`src/include/cbt_pkg.sv`:
```
// Package: timing, register map and states for the training controller
package cbt_pkg;
   localparam int unsigned CLK_PERIOD_PS  = 10000;
   // Times in picoseconds, as specified; the NCK values and DQS_PULSES are counts
   localparam int unsigned T_CKELCK_PS    = 5000;
   localparam int unsigned T_CKELCK_NCK   = 3;
   localparam int unsigned T_DQSCKE_PS    = 10000;
   localparam int unsigned T_CAENT_PS     = 250000;
   localparam int unsigned T_VREF_LONG_PS = 250000;
   localparam int unsigned T_ADR_PS       = 20000;
   localparam int unsigned T_CKCKEH_PS    = 1750;
   localparam int unsigned T_CKCKEH_NCK   = 3;
   localparam int unsigned T_XCBT_PS      = 200000;
   localparam int unsigned T_XCBT_NCK     = 5;
   localparam int unsigned T_CS_VREF_NCK  = 2;
   localparam int unsigned DQS_PULSES     = 2;

   function automatic int unsigned cyc_min(input int unsigned ps, input int unsigned nck);
      int unsigned c;
      c = (ps + CLK_PERIOD_PS - 1) / CLK_PERIOD_PS;
      if (c < nck) c = nck;
      if (c < 1) c = 1;
      return c;
   endfunction

   // Counts in mclk cycles, rounded up from picoseconds by CLK_PERIOD_PS; DQS_HALF_CYC is set directly
   localparam int unsigned CKELCK_CYC   = cyc_min(T_CKELCK_PS, 0);
   localparam int unsigned DQSCKE_CYC   = cyc_min(T_DQSCKE_PS, 0);
   localparam int unsigned CAENT_CYC    = cyc_min(T_CAENT_PS, 0);
   localparam int unsigned VREF_CYC     = cyc_min(T_VREF_LONG_PS, 0);
   localparam int unsigned ADR_CYC      = cyc_min(T_ADR_PS, 0);
   localparam int unsigned CKCKEH_CYC   = cyc_min(T_CKCKEH_PS, 0);
   localparam int unsigned XCBT_CYC     = cyc_min(T_XCBT_PS, 0);
   localparam int unsigned DQS_HALF_CYC = 4;

   // Own register map (byte addresses)
   localparam logic [7:0] CTRL_OFS   = 8'h00;
   localparam logic [7:0] VREF_OFS   = 8'h04;
   localparam logic [7:0] CMD_OFS    = 8'h08;
   localparam logic [7:0] STATUS_OFS = 8'h0c;
   localparam logic [7:0] SAMPLE_OFS = 8'h10;
   // CTRL bits
   localparam int unsigned CTRL_ENTER = 0;
   localparam int unsigned CTRL_EXIT  = 1;
   localparam int unsigned CTRL_VREF  = 2;
   localparam int unsigned CTRL_CMD   = 3;
   localparam logic [1:0] RESP_OKAY   = 2'h0;
   localparam logic [1:0] RESP_SLVERR = 2'h2;

   typedef enum logic [3:0] {
      ST_IDLE, ST_STROBE, ST_CKELOW, ST_ENTWAIT, ST_READY, ST_VDRIVE, ST_VPULSE,
      ST_VSETTLE, ST_CSWAIT, ST_CSHIGH, ST_CACD, ST_PREEXIT, ST_EXITWAIT
   } cbt_state_t;
endpackage

```
`src/hw/sync2.sv`:
```
// Two-flop synchroniser for pin inputs
`timescale 1ns/1ps
module sync2 #(
   parameter int unsigned W = 1
) (
   input  wire logic         mclk,
   input  wire logic         srst,
   input  wire logic         ce,
   input  wire logic [W-1:0] d,
   output logic      [W-1:0] q
);
   typedef struct packed {
      logic [W-1:0] s1;
      logic [W-1:0] s2;
   } sync_t;
   sync_t st_reg;
   sync_t st_next;

   always_comb begin
      st_next    = st_reg;
      st_next.s1 = d;
      st_next.s2 = st_reg.s1;
   end

   always_ff @(posedge mclk) begin
      if (srst) begin
         st_reg <= '0;
      end else if (ce) begin
         st_reg <= st_next;
      end
   end

   assign q = st_reg.s2;
endmodule // sync2

```
`src/hw/cbt_ctrl.sv`:
```
// Command bus training controller with AXI4-Lite control registers
`timescale 1ns/1ps
module cbt_ctrl #(
   parameter int unsigned VREF_W = 7,
   parameter int unsigned CA_W   = 6
) (
   input  wire logic              mclk,
   input  wire logic              srst,
   input  wire logic              ce,
   input  wire logic [7:0]        s_axi_awaddr,
   input  wire logic              s_axi_awvalid,
   output logic                   s_axi_awready,
   input  wire logic [31:0]       s_axi_wdata,
   input  wire logic [3:0]        s_axi_wstrb,
   input  wire logic              s_axi_wvalid,
   output logic                   s_axi_wready,
   output logic [1:0]             s_axi_bresp,
   output logic                   s_axi_bvalid,
   input  wire logic              s_axi_bready,
   input  wire logic [7:0]        s_axi_araddr,
   input  wire logic              s_axi_arvalid,
   output logic                   s_axi_arready,
   output logic [31:0]            s_axi_rdata,
   output logic [1:0]             s_axi_rresp,
   output logic                   s_axi_rvalid,
   input  wire logic              s_axi_rready,
   input  wire logic              link_ck,
   output logic                   cke,
   output logic                   cs,
   output logic [CA_W-1:0]        ca,
   output logic                   dqs_t,
   output logic                   dqs_c,
   output logic [VREF_W-1:0]      dq_lo_out,
   output logic                   dq_lo_oe_n,
   input  wire logic [CA_W-1:0]   dq_echo_in
);
   typedef struct packed {
      cbt_pkg::cbt_state_t st;
      logic [15:0]         cnt;
      logic [2:0]          pulses;
      logic                mode_ok;
      logic                cmd_req;
      logic                vref_req;
      logic                exit_req;
      logic                done_seen;
      logic [VREF_W-1:0]   vref_val;
      logic [CA_W-1:0]     ca_val;
      logic [CA_W-1:0]     sample;
      logic                sample_vld;
      logic                ck_prev;
      logic                cke_o;
      logic                cs_o;
      logic                dqs_o;
      logic                dq_oe_n;
      logic                aw_hit;
      logic                w_hit;
      logic [7:0]          awaddr;
      logic [31:0]         wdata;
      logic [3:0]          wstrb;
      logic                bvalid;
      logic [1:0]          bresp;
      logic                rvalid;
      logic [31:0]         rdata;
      logic [1:0]          rresp;
   } ctl_t;
   ctl_t r_reg;
   ctl_t r_next;

   logic                ck_s;
   logic [CA_W-1:0]     echo_s;
   logic                ck_rise;
   logic                wr_ctrl;

   sync2 #(.W(1)) u_ck_sync (.mclk(mclk), .srst(srst), .ce(ce), .d(link_ck), .q(ck_s));
   sync2 #(.W(CA_W)) u_echo_sync (.mclk(mclk), .srst(srst), .ce(ce), .d(dq_echo_in),
                                  .q(echo_s));

   assign ck_rise = ck_s & ~r_reg.ck_prev;
   // Control word landing this cycle; a new order must not be lost to a clear
   assign wr_ctrl = r_reg.aw_hit && r_reg.w_hit && !r_reg.bvalid &&
                    r_reg.awaddr == cbt_pkg::CTRL_OFS && r_reg.wstrb[0];

   function automatic logic [15:0] c16(input int unsigned v);
      return v[15:0];
   endfunction

   always_comb begin
      r_next         = r_reg;
      r_next.ck_prev = ck_s;
      // Write channel: address and data taken in either order
      if (s_axi_awvalid && !r_reg.aw_hit) begin
         r_next.aw_hit = 1'b1;
         r_next.awaddr = s_axi_awaddr;
      end
      if (s_axi_wvalid && !r_reg.w_hit) begin
         r_next.w_hit = 1'b1;
         r_next.wdata = s_axi_wdata;
         r_next.wstrb = s_axi_wstrb;
      end
      if (r_reg.aw_hit && r_reg.w_hit && !r_reg.bvalid) begin
         r_next.aw_hit = 1'b0;
         r_next.w_hit  = 1'b0;
         r_next.bvalid = 1'b1;
         r_next.bresp  = cbt_pkg::RESP_OKAY;
         unique case (r_reg.awaddr)
            cbt_pkg::CTRL_OFS: begin
               if (r_reg.wstrb[0]) begin
                  // Software has set the training bit before ordering entry
                  if (r_reg.wdata[cbt_pkg::CTRL_ENTER]) r_next.mode_ok = 1'b1;
                  if (r_reg.wdata[cbt_pkg::CTRL_EXIT]) r_next.exit_req = 1'b1;
                  if (r_reg.wdata[cbt_pkg::CTRL_VREF]) r_next.vref_req = 1'b1;
                  if (r_reg.wdata[cbt_pkg::CTRL_CMD]) r_next.cmd_req = 1'b1;
               end
            end
            cbt_pkg::VREF_OFS: if (r_reg.wstrb[0]) r_next.vref_val = r_reg.wdata[VREF_W-1:0];
            cbt_pkg::CMD_OFS: if (r_reg.wstrb[0]) r_next.ca_val = r_reg.wdata[CA_W-1:0];
            cbt_pkg::STATUS_OFS, cbt_pkg::SAMPLE_OFS: ;
            default: r_next.bresp = cbt_pkg::RESP_SLVERR;
         endcase
      end
      if (r_reg.bvalid && s_axi_bready) r_next.bvalid = 1'b0;
      // Read channel
      if (s_axi_arvalid && !r_reg.rvalid) begin
         r_next.rvalid = 1'b1;
         r_next.rresp  = cbt_pkg::RESP_OKAY;
         unique case (s_axi_araddr)
            cbt_pkg::CTRL_OFS: r_next.rdata = {31'h0, r_reg.mode_ok};
            cbt_pkg::VREF_OFS: r_next.rdata = {{(32-VREF_W){1'b0}}, r_reg.vref_val};
            cbt_pkg::CMD_OFS: r_next.rdata = {{(32-CA_W){1'b0}}, r_reg.ca_val};
            cbt_pkg::STATUS_OFS: r_next.rdata = {24'h0, r_reg.sample_vld, r_reg.done_seen,
                                                 r_reg.cke_o, 1'b0, r_reg.st};
            cbt_pkg::SAMPLE_OFS: r_next.rdata = {{(32-CA_W){1'b0}}, r_reg.sample};
            default: begin
               r_next.rdata = 32'h0;
               r_next.rresp = cbt_pkg::RESP_SLVERR;
            end
         endcase
      end
      if (r_reg.rvalid && s_axi_rready) r_next.rvalid = 1'b0;

      // Training sequencer; counts in mclk cycles
      if (r_reg.cnt != 16'h0) r_next.cnt = r_reg.cnt - 16'h1;
      unique case (r_reg.st)
         cbt_pkg::ST_IDLE: begin
            r_next.cke_o   = 1'b1;
            r_next.dq_oe_n = 1'b1;
            if (r_reg.mode_ok) begin
               r_next.mode_ok = wr_ctrl && r_reg.wdata[cbt_pkg::CTRL_ENTER];
               r_next.dqs_o   = 1'b0;
               r_next.dq_oe_n = 1'b0;
               r_next.cnt     = c16(cbt_pkg::DQSCKE_CYC);
               r_next.st      = cbt_pkg::ST_STROBE;
            end
         end
         cbt_pkg::ST_STROBE: if (r_reg.cnt == 16'h0) begin
            // Strobe held low long enough, now drop CKE
            r_next.cke_o = 1'b0;
            r_next.cs_o  = 1'b0;
            r_next.cnt   = c16(cbt_pkg::CAENT_CYC);
            r_next.st    = cbt_pkg::ST_ENTWAIT;
         end
         cbt_pkg::ST_ENTWAIT: begin
            // CAENT far exceeds CKELCK, so clock and CS low hold both here
            r_next.cs_o = 1'b0;
            if (r_reg.cnt == 16'h0) r_next.st = cbt_pkg::ST_READY;
         end
         cbt_pkg::ST_READY: begin
            if (r_reg.exit_req) begin
               r_next.exit_req = wr_ctrl && r_reg.wdata[cbt_pkg::CTRL_EXIT];
               r_next.cnt      = c16(cbt_pkg::CKCKEH_CYC);
               r_next.st       = cbt_pkg::ST_PREEXIT;
            end else if (r_reg.vref_req) begin
               r_next.vref_req = wr_ctrl && r_reg.wdata[cbt_pkg::CTRL_VREF];
               r_next.pulses   = 3'h0;
               // CS has been low for many cycles by the time READY is reached
               r_next.cnt      = c16(cbt_pkg::DQS_HALF_CYC);
               r_next.st       = cbt_pkg::ST_VDRIVE;
            end else if (r_reg.cmd_req) begin
               r_next.cmd_req    = wr_ctrl && r_reg.wdata[cbt_pkg::CTRL_CMD];
               r_next.sample_vld = 1'b0;
               r_next.st         = cbt_pkg::ST_CSWAIT;
            end
         end
         cbt_pkg::ST_VDRIVE: if (r_reg.cnt == 16'h0) begin
            r_next.dqs_o = ~r_reg.dqs_o;
            r_next.cnt   = c16(cbt_pkg::DQS_HALF_CYC);
            if (r_reg.dqs_o) begin
               r_next.pulses = r_reg.pulses + 3'h1;
               // First edge may be lost, so always send two pulses
               if (r_reg.pulses + 3'h1 >= 3'(cbt_pkg::DQS_PULSES)) begin
                  r_next.cnt = c16(cbt_pkg::VREF_CYC);
                  r_next.st  = cbt_pkg::ST_VSETTLE;
               end
            end
         end
         cbt_pkg::ST_VSETTLE: if (r_reg.cnt == 16'h0) begin
            // Always waits the long settle; short is never assumed
            r_next.st = cbt_pkg::ST_READY;
         end
         cbt_pkg::ST_CSWAIT: if (ck_rise) begin
            r_next.cs_o = 1'b1;
            r_next.st   = cbt_pkg::ST_CSHIGH;
         end
         cbt_pkg::ST_CSHIGH: if (ck_rise) begin
            r_next.cs_o = 1'b0;
            r_next.cnt  = c16(cbt_pkg::ADR_CYC + 2);
            r_next.st   = cbt_pkg::ST_CACD;
         end
         cbt_pkg::ST_CACD: if (r_reg.cnt == 16'h0) begin
            // Echo sampled only after tADR plus the synchroniser
            r_next.sample     = echo_s;
            r_next.sample_vld = 1'b1;
            r_next.st         = cbt_pkg::ST_READY;
         end
         cbt_pkg::ST_PREEXIT: begin
            r_next.cs_o = 1'b0;
            if (r_reg.cnt == 16'h0) begin
               r_next.cke_o   = 1'b1;
               r_next.dq_oe_n = 1'b1;
               r_next.cnt     = c16(cbt_pkg::XCBT_CYC);
               r_next.st      = cbt_pkg::ST_EXITWAIT;
            end
         end
         cbt_pkg::ST_EXITWAIT: if (r_reg.cnt == 16'h0) begin
            // Trained values are lost; software must write them back
            r_next.done_seen = 1'b1;
            r_next.st        = cbt_pkg::ST_IDLE;
         end
         default: r_next.st = cbt_pkg::ST_IDLE;
      endcase
   end

   always_ff @(posedge mclk) begin
      if (srst) begin
         r_reg       <= '0;
         r_reg.cke_o <= 1'b1;
         r_reg.dq_oe_n <= 1'b1;
      end else if (ce) begin
         r_reg <= r_next;
      end
   end

   assign s_axi_awready = ~r_reg.aw_hit;
   assign s_axi_wready  = ~r_reg.w_hit;
   assign s_axi_bvalid  = r_reg.bvalid;
   assign s_axi_bresp   = r_reg.bresp;
   assign s_axi_arready = ~r_reg.rvalid;
   assign s_axi_rvalid  = r_reg.rvalid;
   assign s_axi_rdata   = r_reg.rdata;
   assign s_axi_rresp   = r_reg.rresp;
   assign cke           = r_reg.cke_o;
   assign cs            = r_reg.cs_o;
   assign ca            = r_reg.ca_val;
   assign dqs_t         = r_reg.dqs_o;
   assign dqs_c         = ~r_reg.dqs_o;
   assign dq_lo_out     = r_reg.vref_val;
   assign dq_lo_oe_n    = r_reg.dq_oe_n;

   a_strobe_before_cke: assert property (@(posedge mclk) disable iff (srst)
      $fell(cke) |-> $past(dqs_t) == 1'b0 && $past(dqs_c) == 1'b1)
      else $error("strobe not low before cke fall");
   a_cs_low_after_cke: assert property (@(posedge mclk) disable iff (srst)
      $fell(cke) |-> !cs [*8])
      else $error("cs raised too soon after cke fall");
   a_entry_wait: assert property (@(posedge mclk) disable iff (srst)
      $fell(cke) |=> r_reg.st == cbt_pkg::ST_ENTWAIT)
      else $error("entry wait skipped");
   a_two_pulses: assert property (@(posedge mclk) disable iff (srst)
      r_reg.st == cbt_pkg::ST_VSETTLE |-> r_reg.pulses >= 3'h2)
      else $error("fewer than two dqs pulses");
   a_cs_before_exit: assert property (@(posedge mclk) disable iff (srst)
      $rose(cke) |-> !$past(cs) && !$past(cs, 2))
      else $error("cs high before cke rise");
   a_exit_wait: assert property (@(posedge mclk) disable iff (srst || !ce)
      $rose(cke) |-> r_reg.st != cbt_pkg::ST_IDLE [*8])
      else $error("exit wait too short");
   a_cmd_spacing: assert property (@(posedge mclk) disable iff (srst)
      $fell(cs) && !cke |=> r_reg.st == cbt_pkg::ST_CACD)
      else $error("command spacing skipped");
   a_no_cs_outside: assert property (@(posedge mclk) disable iff (srst)
      cs |-> !cke)
      else $error("training cs with cke high");
   a_dqs_after_cs: assert property (@(posedge mclk) disable iff (srst)
      $rose(dqs_t) |-> !cs && !$past(cs) && !$past(cs, 2))
      else $error("dqs toggled too soon after cs");
   a_clock_before_exit: assert property (@(posedge mclk) disable iff (srst)
      $rose(cke) |-> $past(r_reg.st) == cbt_pkg::ST_PREEXIT)
      else $error("cke raised without pre-exit hold");
   a_frozen_state: assert property (@(posedge mclk) disable iff (srst)
      !ce |=> $stable(r_reg))
      else $error("state moved while clock enable low");
   a_dq_driven: assert property (@(posedge mclk) disable iff (srst)
      !cke |-> !dq_lo_oe_n)
      else $error("reference lines released during training");
   a_cs_width: assert property (@(posedge mclk) disable iff (srst || !ce)
      $rose(cs) |-> cs [*8])
      else $error("cs pulse shorter than a link clock");
   a_sample_late: assert property (@(posedge mclk) disable iff (srst)
      $rose(r_reg.sample_vld) |-> $past(r_reg.st) == cbt_pkg::ST_CACD)
      else $error("sample taken before echo delay");
   c_freeze: cover property (@(posedge mclk) !ce && r_reg.st == cbt_pkg::ST_VDRIVE);
   c_entry: cover property (@(posedge mclk) $fell(cke));
   c_vref: cover property (@(posedge mclk) r_reg.st == cbt_pkg::ST_VSETTLE);
   c_cmd: cover property (@(posedge mclk) $rose(r_reg.sample_vld));
   c_exit: cover property (@(posedge mclk) $rose(r_reg.done_seen));
endmodule // cbt_ctrl

```
`config.mk`:
```
export PLATFORM = sky130hd
export DESIGN_NAME = cbt_ctrl
export DESIGN_NICKNAME = d
export VERILOG_FILES = /design/src/include/cbt_pkg.sv /design/src/hw/sync2.sv /design/src/hw/cbt_ctrl.sv
export SDC_FILE = /design/constraint.sdc
export NUM_CORES = 1
export LEC_CHECK = 0
export CAP_MARGIN = 5
export CORE_UTILIZATION = 45
export CTS_CLUSTER_SIZE = 8
export DETAILED_ROUTE_END_ITERATION = 6
export DONT_BUFFER_PORTS = 1
export PLACE_DENSITY = 0.62
export SETUP_SLACK_MARGIN = 0.4
export SLEW_MARGIN = 30
export SYNTH_ARGS = -nofsm -noshare
export SYNTH_HDL_FRONTEND = slang
export SYNTH_SLANG_ARGS = --single-unit
```
`constraint.sdc`:
```
create_clock -name mclk -period 5.05 [get_ports mclk]
set_input_delay 0.2525 -clock mclk [delete_from_list [all_inputs] [get_ports mclk]]
set_output_delay 0.2525 -clock mclk [all_outputs]
set_load 0.02 [all_outputs]
```
* After elaboration in Yosys (flattened, before gate mapping) *
Cells that the tools add are included.

word-level totals
  register bits = 123
  input bits = 67
  output and inout port bits = 59
  logic and storage cells = 188

cells by class
  $add $sub $neg = 2
  order comparisons = 1
  equality and inequality tests = 34
  mux-type cells = 59
  bitwise gates (word level) = 6
  reduce and logical (&&, ||, !) cells = 55

operators by type and width
  operator               count
  $mux 20                6
  $pmux 16 s6            1
  $mux 23                2
  $pmux 8 s5             1
  $pmux 4 s9             1
  $mux 35                1
  $eq 8x4->1 const B     4
  $mux 4                 8
  $ne 2x2->1 const B     14
  $mux 1                 22
  $eq 4x4->1 const B     5
  $mux 19                1
  $eq 8x3->1 const B     2
  $eq 8x5->1 const B     2
  $logic_not 16->1       1
  $logic_not 8->1        2
  $mux 16                1
  $reduce_and 2->1       8
  $reduce_and 4->1       4
  $reduce_bool 16->1     1
  $reduce_bool 2->1      8
  $sub 16x1->16 const B  1
  $logic_and 1x1->1      13
  $eq 4x3->1 const B     3
  other kinds (25)       45

* Depth between registers and ports, before layout *
  depth in word-level cells = 9
  gate-level depth with buffers = 9

* Cells and area by module *
Synthesis repeated with hierarchy kept, for this count alone.

second synthesis, totals
  cells, all modules = 595
  area total of the unflattened synthesis = 5147.4 µm²

by module, submodules not included
  module                times used  cells an instance  area an instance (µm²)
  cbt_ctrl              1           551                4659.5
  sync2 at u_echo_sync  1           38                 420.4
  sync2 at u_ck_sync    1           6                  67.6

* Worst setup path after synthesis *
Ideal clock, no wire load.

  path kind = reg-to-reg
  from = register r_reg[117] (netlist name)
  to = register r_reg[117] (netlist name)
  library setup time = 0.132 ns
  arrival = 2.068 ns
  required time = 4.918 ns
  slack = 2.850 ns
  stages on the path, launching flop included = 10
  path buffers = 0
  cell sequence = dfxtp_1 > inv_1 > ha_1 > nor3b_2 > nand4_1 > ha_1 > a221o_1 > a22oi_1 > a2111oi_0 > nor3_1

between the ends
  longest elaborated chain between the ends = 5
  elaborated cells between the ends (all ways) = 12
  classes of those cells = add/sub: 1; mux: 9; reduce/logical: 2

RTL lines
  what                                                 line             text
  start, declared                                      cbt_ctrl.sv:66   ctl_t r_reg;
  start signal, assigned                               cbt_ctrl.sv:239  r_reg <= r_next;
  $sub 16x1->16 or $reduce_bool 16->1 (tied branches)  cbt_ctrl.sv:142  if (r_reg.cnt != 16'h0) r_next.cnt = r_reg.cnt - 16'h1;
  $mux 16                                              cbt_ctrl.sv:142
  $mux 19                                              cbt_ctrl.sv:172  end else if (r_reg.vref_req) begin
  $mux 20                                              cbt_ctrl.sv:168  if (r_reg.exit_req) begin
  $pmux 16 s6 *                                        cbt_ctrl.sv:143  unique case (r_reg.st)

Mark *: on every way between the ends. The rest lies on a longest branch, timed or not. The select of a mux whose other input is x is not followed.
A chain may end at the register's enable or synchronous reset.

* Worst setup path in the final report *
  from = register r_reg[117] (netlist name)
  to = register r_reg[124] (netlist name)

The elaborated chain is that of the path after synthesis.

==> reports/results.ini <==
[placement]
place_inst = 671
gp_congestion = 0.821
place_ws_ps = 1860
dpl.hpwl_um = 8210
port_buffers = 0

[clock_tree]
clkTransAtPathRegs_ps = 70
htree_levels = 3
cts_made_buffers = 9
insertion_delay_ps = 350
cts_sinks = 97
root_buffer = clkbuf_16
post-cts-setup-buffers = 0
cts_tree = built
cts_buffer_depth = 2
cts_resized = 0

[die]
fp.dieW_um = 109
initial_core_util = 0.468
ioPinCount = 126
die_area_um2 = 11900
rows = 38
coreArea_um2 = 11000
die_h_um = 109

[critical_path]
critical-path-top-delay-family = simple AND/OR/NAND/NOR gates
worst_ep_required_time_ps = 5290
cpMaxStageDelayCell = o41ai_4
startpoint_type = flop
cp_max_fo = 12
cp_cell_sequence = inv_1, ha_1, nor3b_2, nand4_1, and3_1, o41ai_4, buf_6, nor2_1
end_kind = flop
cp.arrival_ps = 3280
path_buf_inv = 2
cpPeakStageDelay_ps = 580
crit_type = flop to flop

[timing]
final_hold_viol_count = 0
maxSlewHeadroom = 0.457
worst_pin_slew_ps = 814
max_freq_mhz = 329
setup_viol = 0
fin_crit_sh = 0.601
fin_worst_skew_ps = 13.6
rsz0062_at_grt = false
setup_ws_ps = 2010
drv_slew = 0
fin_crit_ps = 3040
fin_tns_setup_ps = 0

[yosys]
netlist_area_um2 = 5140
ys_warn_count = 0
syn_inst = 583
synth_top_family_by_area = simple AND/OR/NAND/NOR gates
synth-simple-area-share = 0.234
postSynth.asyncResetShare = 0
yosys.cell_types.count = 70
synth_compound_area_frac = 0.126
synth_mux_area_frac = 0.111
yosysSeqAreaShare = 0.378
avgSynthCellArea_um2 = 8.82
synth_ff_type = dfxtp_1
synthAdderAreaFrac = 0.0122
synth-edff-count = 0
synth.ff_latch_count = 97
synth_xor_area_frac = 0.0221

[power]
p_comb_frac = 0.354
p_seq_frac = 0.384
p_int_mw = 1.52
pwr-share-clk = 0.262
p_leak_nw = 2.12
switching_power_mw = 0.946
power_density_nw_per_um2 = 477
switching_share = 0.383
peakVddDrop_uv = 197

[finish]
drive_gt1_frac = 0.0856
final-seq-area_um2 = 1940
num-fill-cells = 1078
syn2layout_area_growth_pct = 0.657
multi_input_area_um2 = 2690
num_antenna_cells = 0
largest_register_ffs = 54
final_cell_mix = dfxtp_1, nor2_1, mux2i_1
nets = 616
finalNonFillerCells = 689
mostFrequentLayoutCell = dfxtp_1

[global_route]
grt_max_degree = 72
grt_first_pass_wirelength_um = 18800
grt_util_all_layers = 0.207
antenna_found_initial = 0
grt_pass1_vias = 3600
grt_overflow_total = 0

[job]
drv_cap = 0

[drt]
antenna_left = 0
routed_via_density = 5.70
drc = 0
wire_per_inst_um = 16.8
vias = 3926
drtIter0Drc = 230
routed_wl_um = 11600
first_pass_iters = 4

[status]
run_status = complete, no violations

[min_path]
hold_class = input pin to flop

[cell families after synthesis]
| family | Yosys count |
|---|---|
| other | 1 |
| adders and majority gates | 5 |
| muxes | 57 |
| DFF | 97 |
| AOI/OAI and AO/OA | 92 |
| and+or+nand+nor | 228 |
| xor gates and xnor gates | 13 |
| buffers and inverters | 90 |
[path summary, 6_finish.rpt]
path,end,from,cells after the start,slack (ps)
min,cke,srst,2,10
max,r_reg[124],r_reg[117],8,2010
max reg2reg,r_reg[124],r_reg[117],8,2010
min reg2reg,r_reg[89],r_reg[89],2,490
[layer usage]
metal / track usage / vias to the layer above / share of wire
met3: 0.0520 / 21 / 0.058
met1: 0.281 / 1874 / 0.48
li1: - / 1901 / -
met4: 0.0705 / 0 / 0.021
met2: 0.317 / 130 / 0.44
met5: 0 / - / 0
[through the flow]
stage                     area [um^2]  power [mW]  utilization  hold WS (ps)
final                            5180        2.47        0.471          12.6
after global routing             5180        2.64        0.471          6.20
after CTS                        5160        2.48        0.470          7.23
after detailed placement         4860        1.81        0.442           337
after global placement           4860        1.80        0.442           331
after floorplan                  5240        1.69            -           396
[timing repair]
item / in CTS / in global routing
hold buffers: 1 / 0
endpoints found under the setup margin: 0 / 0
hold endpoints to repair: 71 / 0
[power groups by stage]
stage | registers (mW) | logic (mW) | clock network (mW)
after detailed placement | 0.966 | 0.845 | 0
after floorplan | 0.934 | 0.761 | 0
after CTS | 0.949 | 0.866 | 0.669
after global routing | 0.961 | 0.980 | 0.699
after global placement | 0.963 | 0.833 | 0
final | 0.948 | 0.874 | 0.647
[final cells by class]
class	count	area share
Multi-Input combinational cell	421	0.520
Sequential cell	97	0.375
Clock buffer	10	0.0442
Tap cell	140	0.0338
Clock inverter	6	0.00943
Inverter	13	0.00943
Timing Repair Buffer	2	0.00749
[Yosys cell counts (10+ instances only)]
master	count	share of area
dfxtp_1	97	0.38
nor2_1	88	0.064
mux2i_1	56	0.11
buf_4	50	0.073
nand2_1	41	0.030
a21oi_1	23	0.022
nor3_1	18	0.018
o21ai_0	17	0.017
clkbuf_1	14	0.010
nand3_1	14	0.014
inv_1	11	0.0080
nor2b_1	11	0.013
nor2_2	10	0.012
No activity file was read; power rests on OpenSTA's default activity.
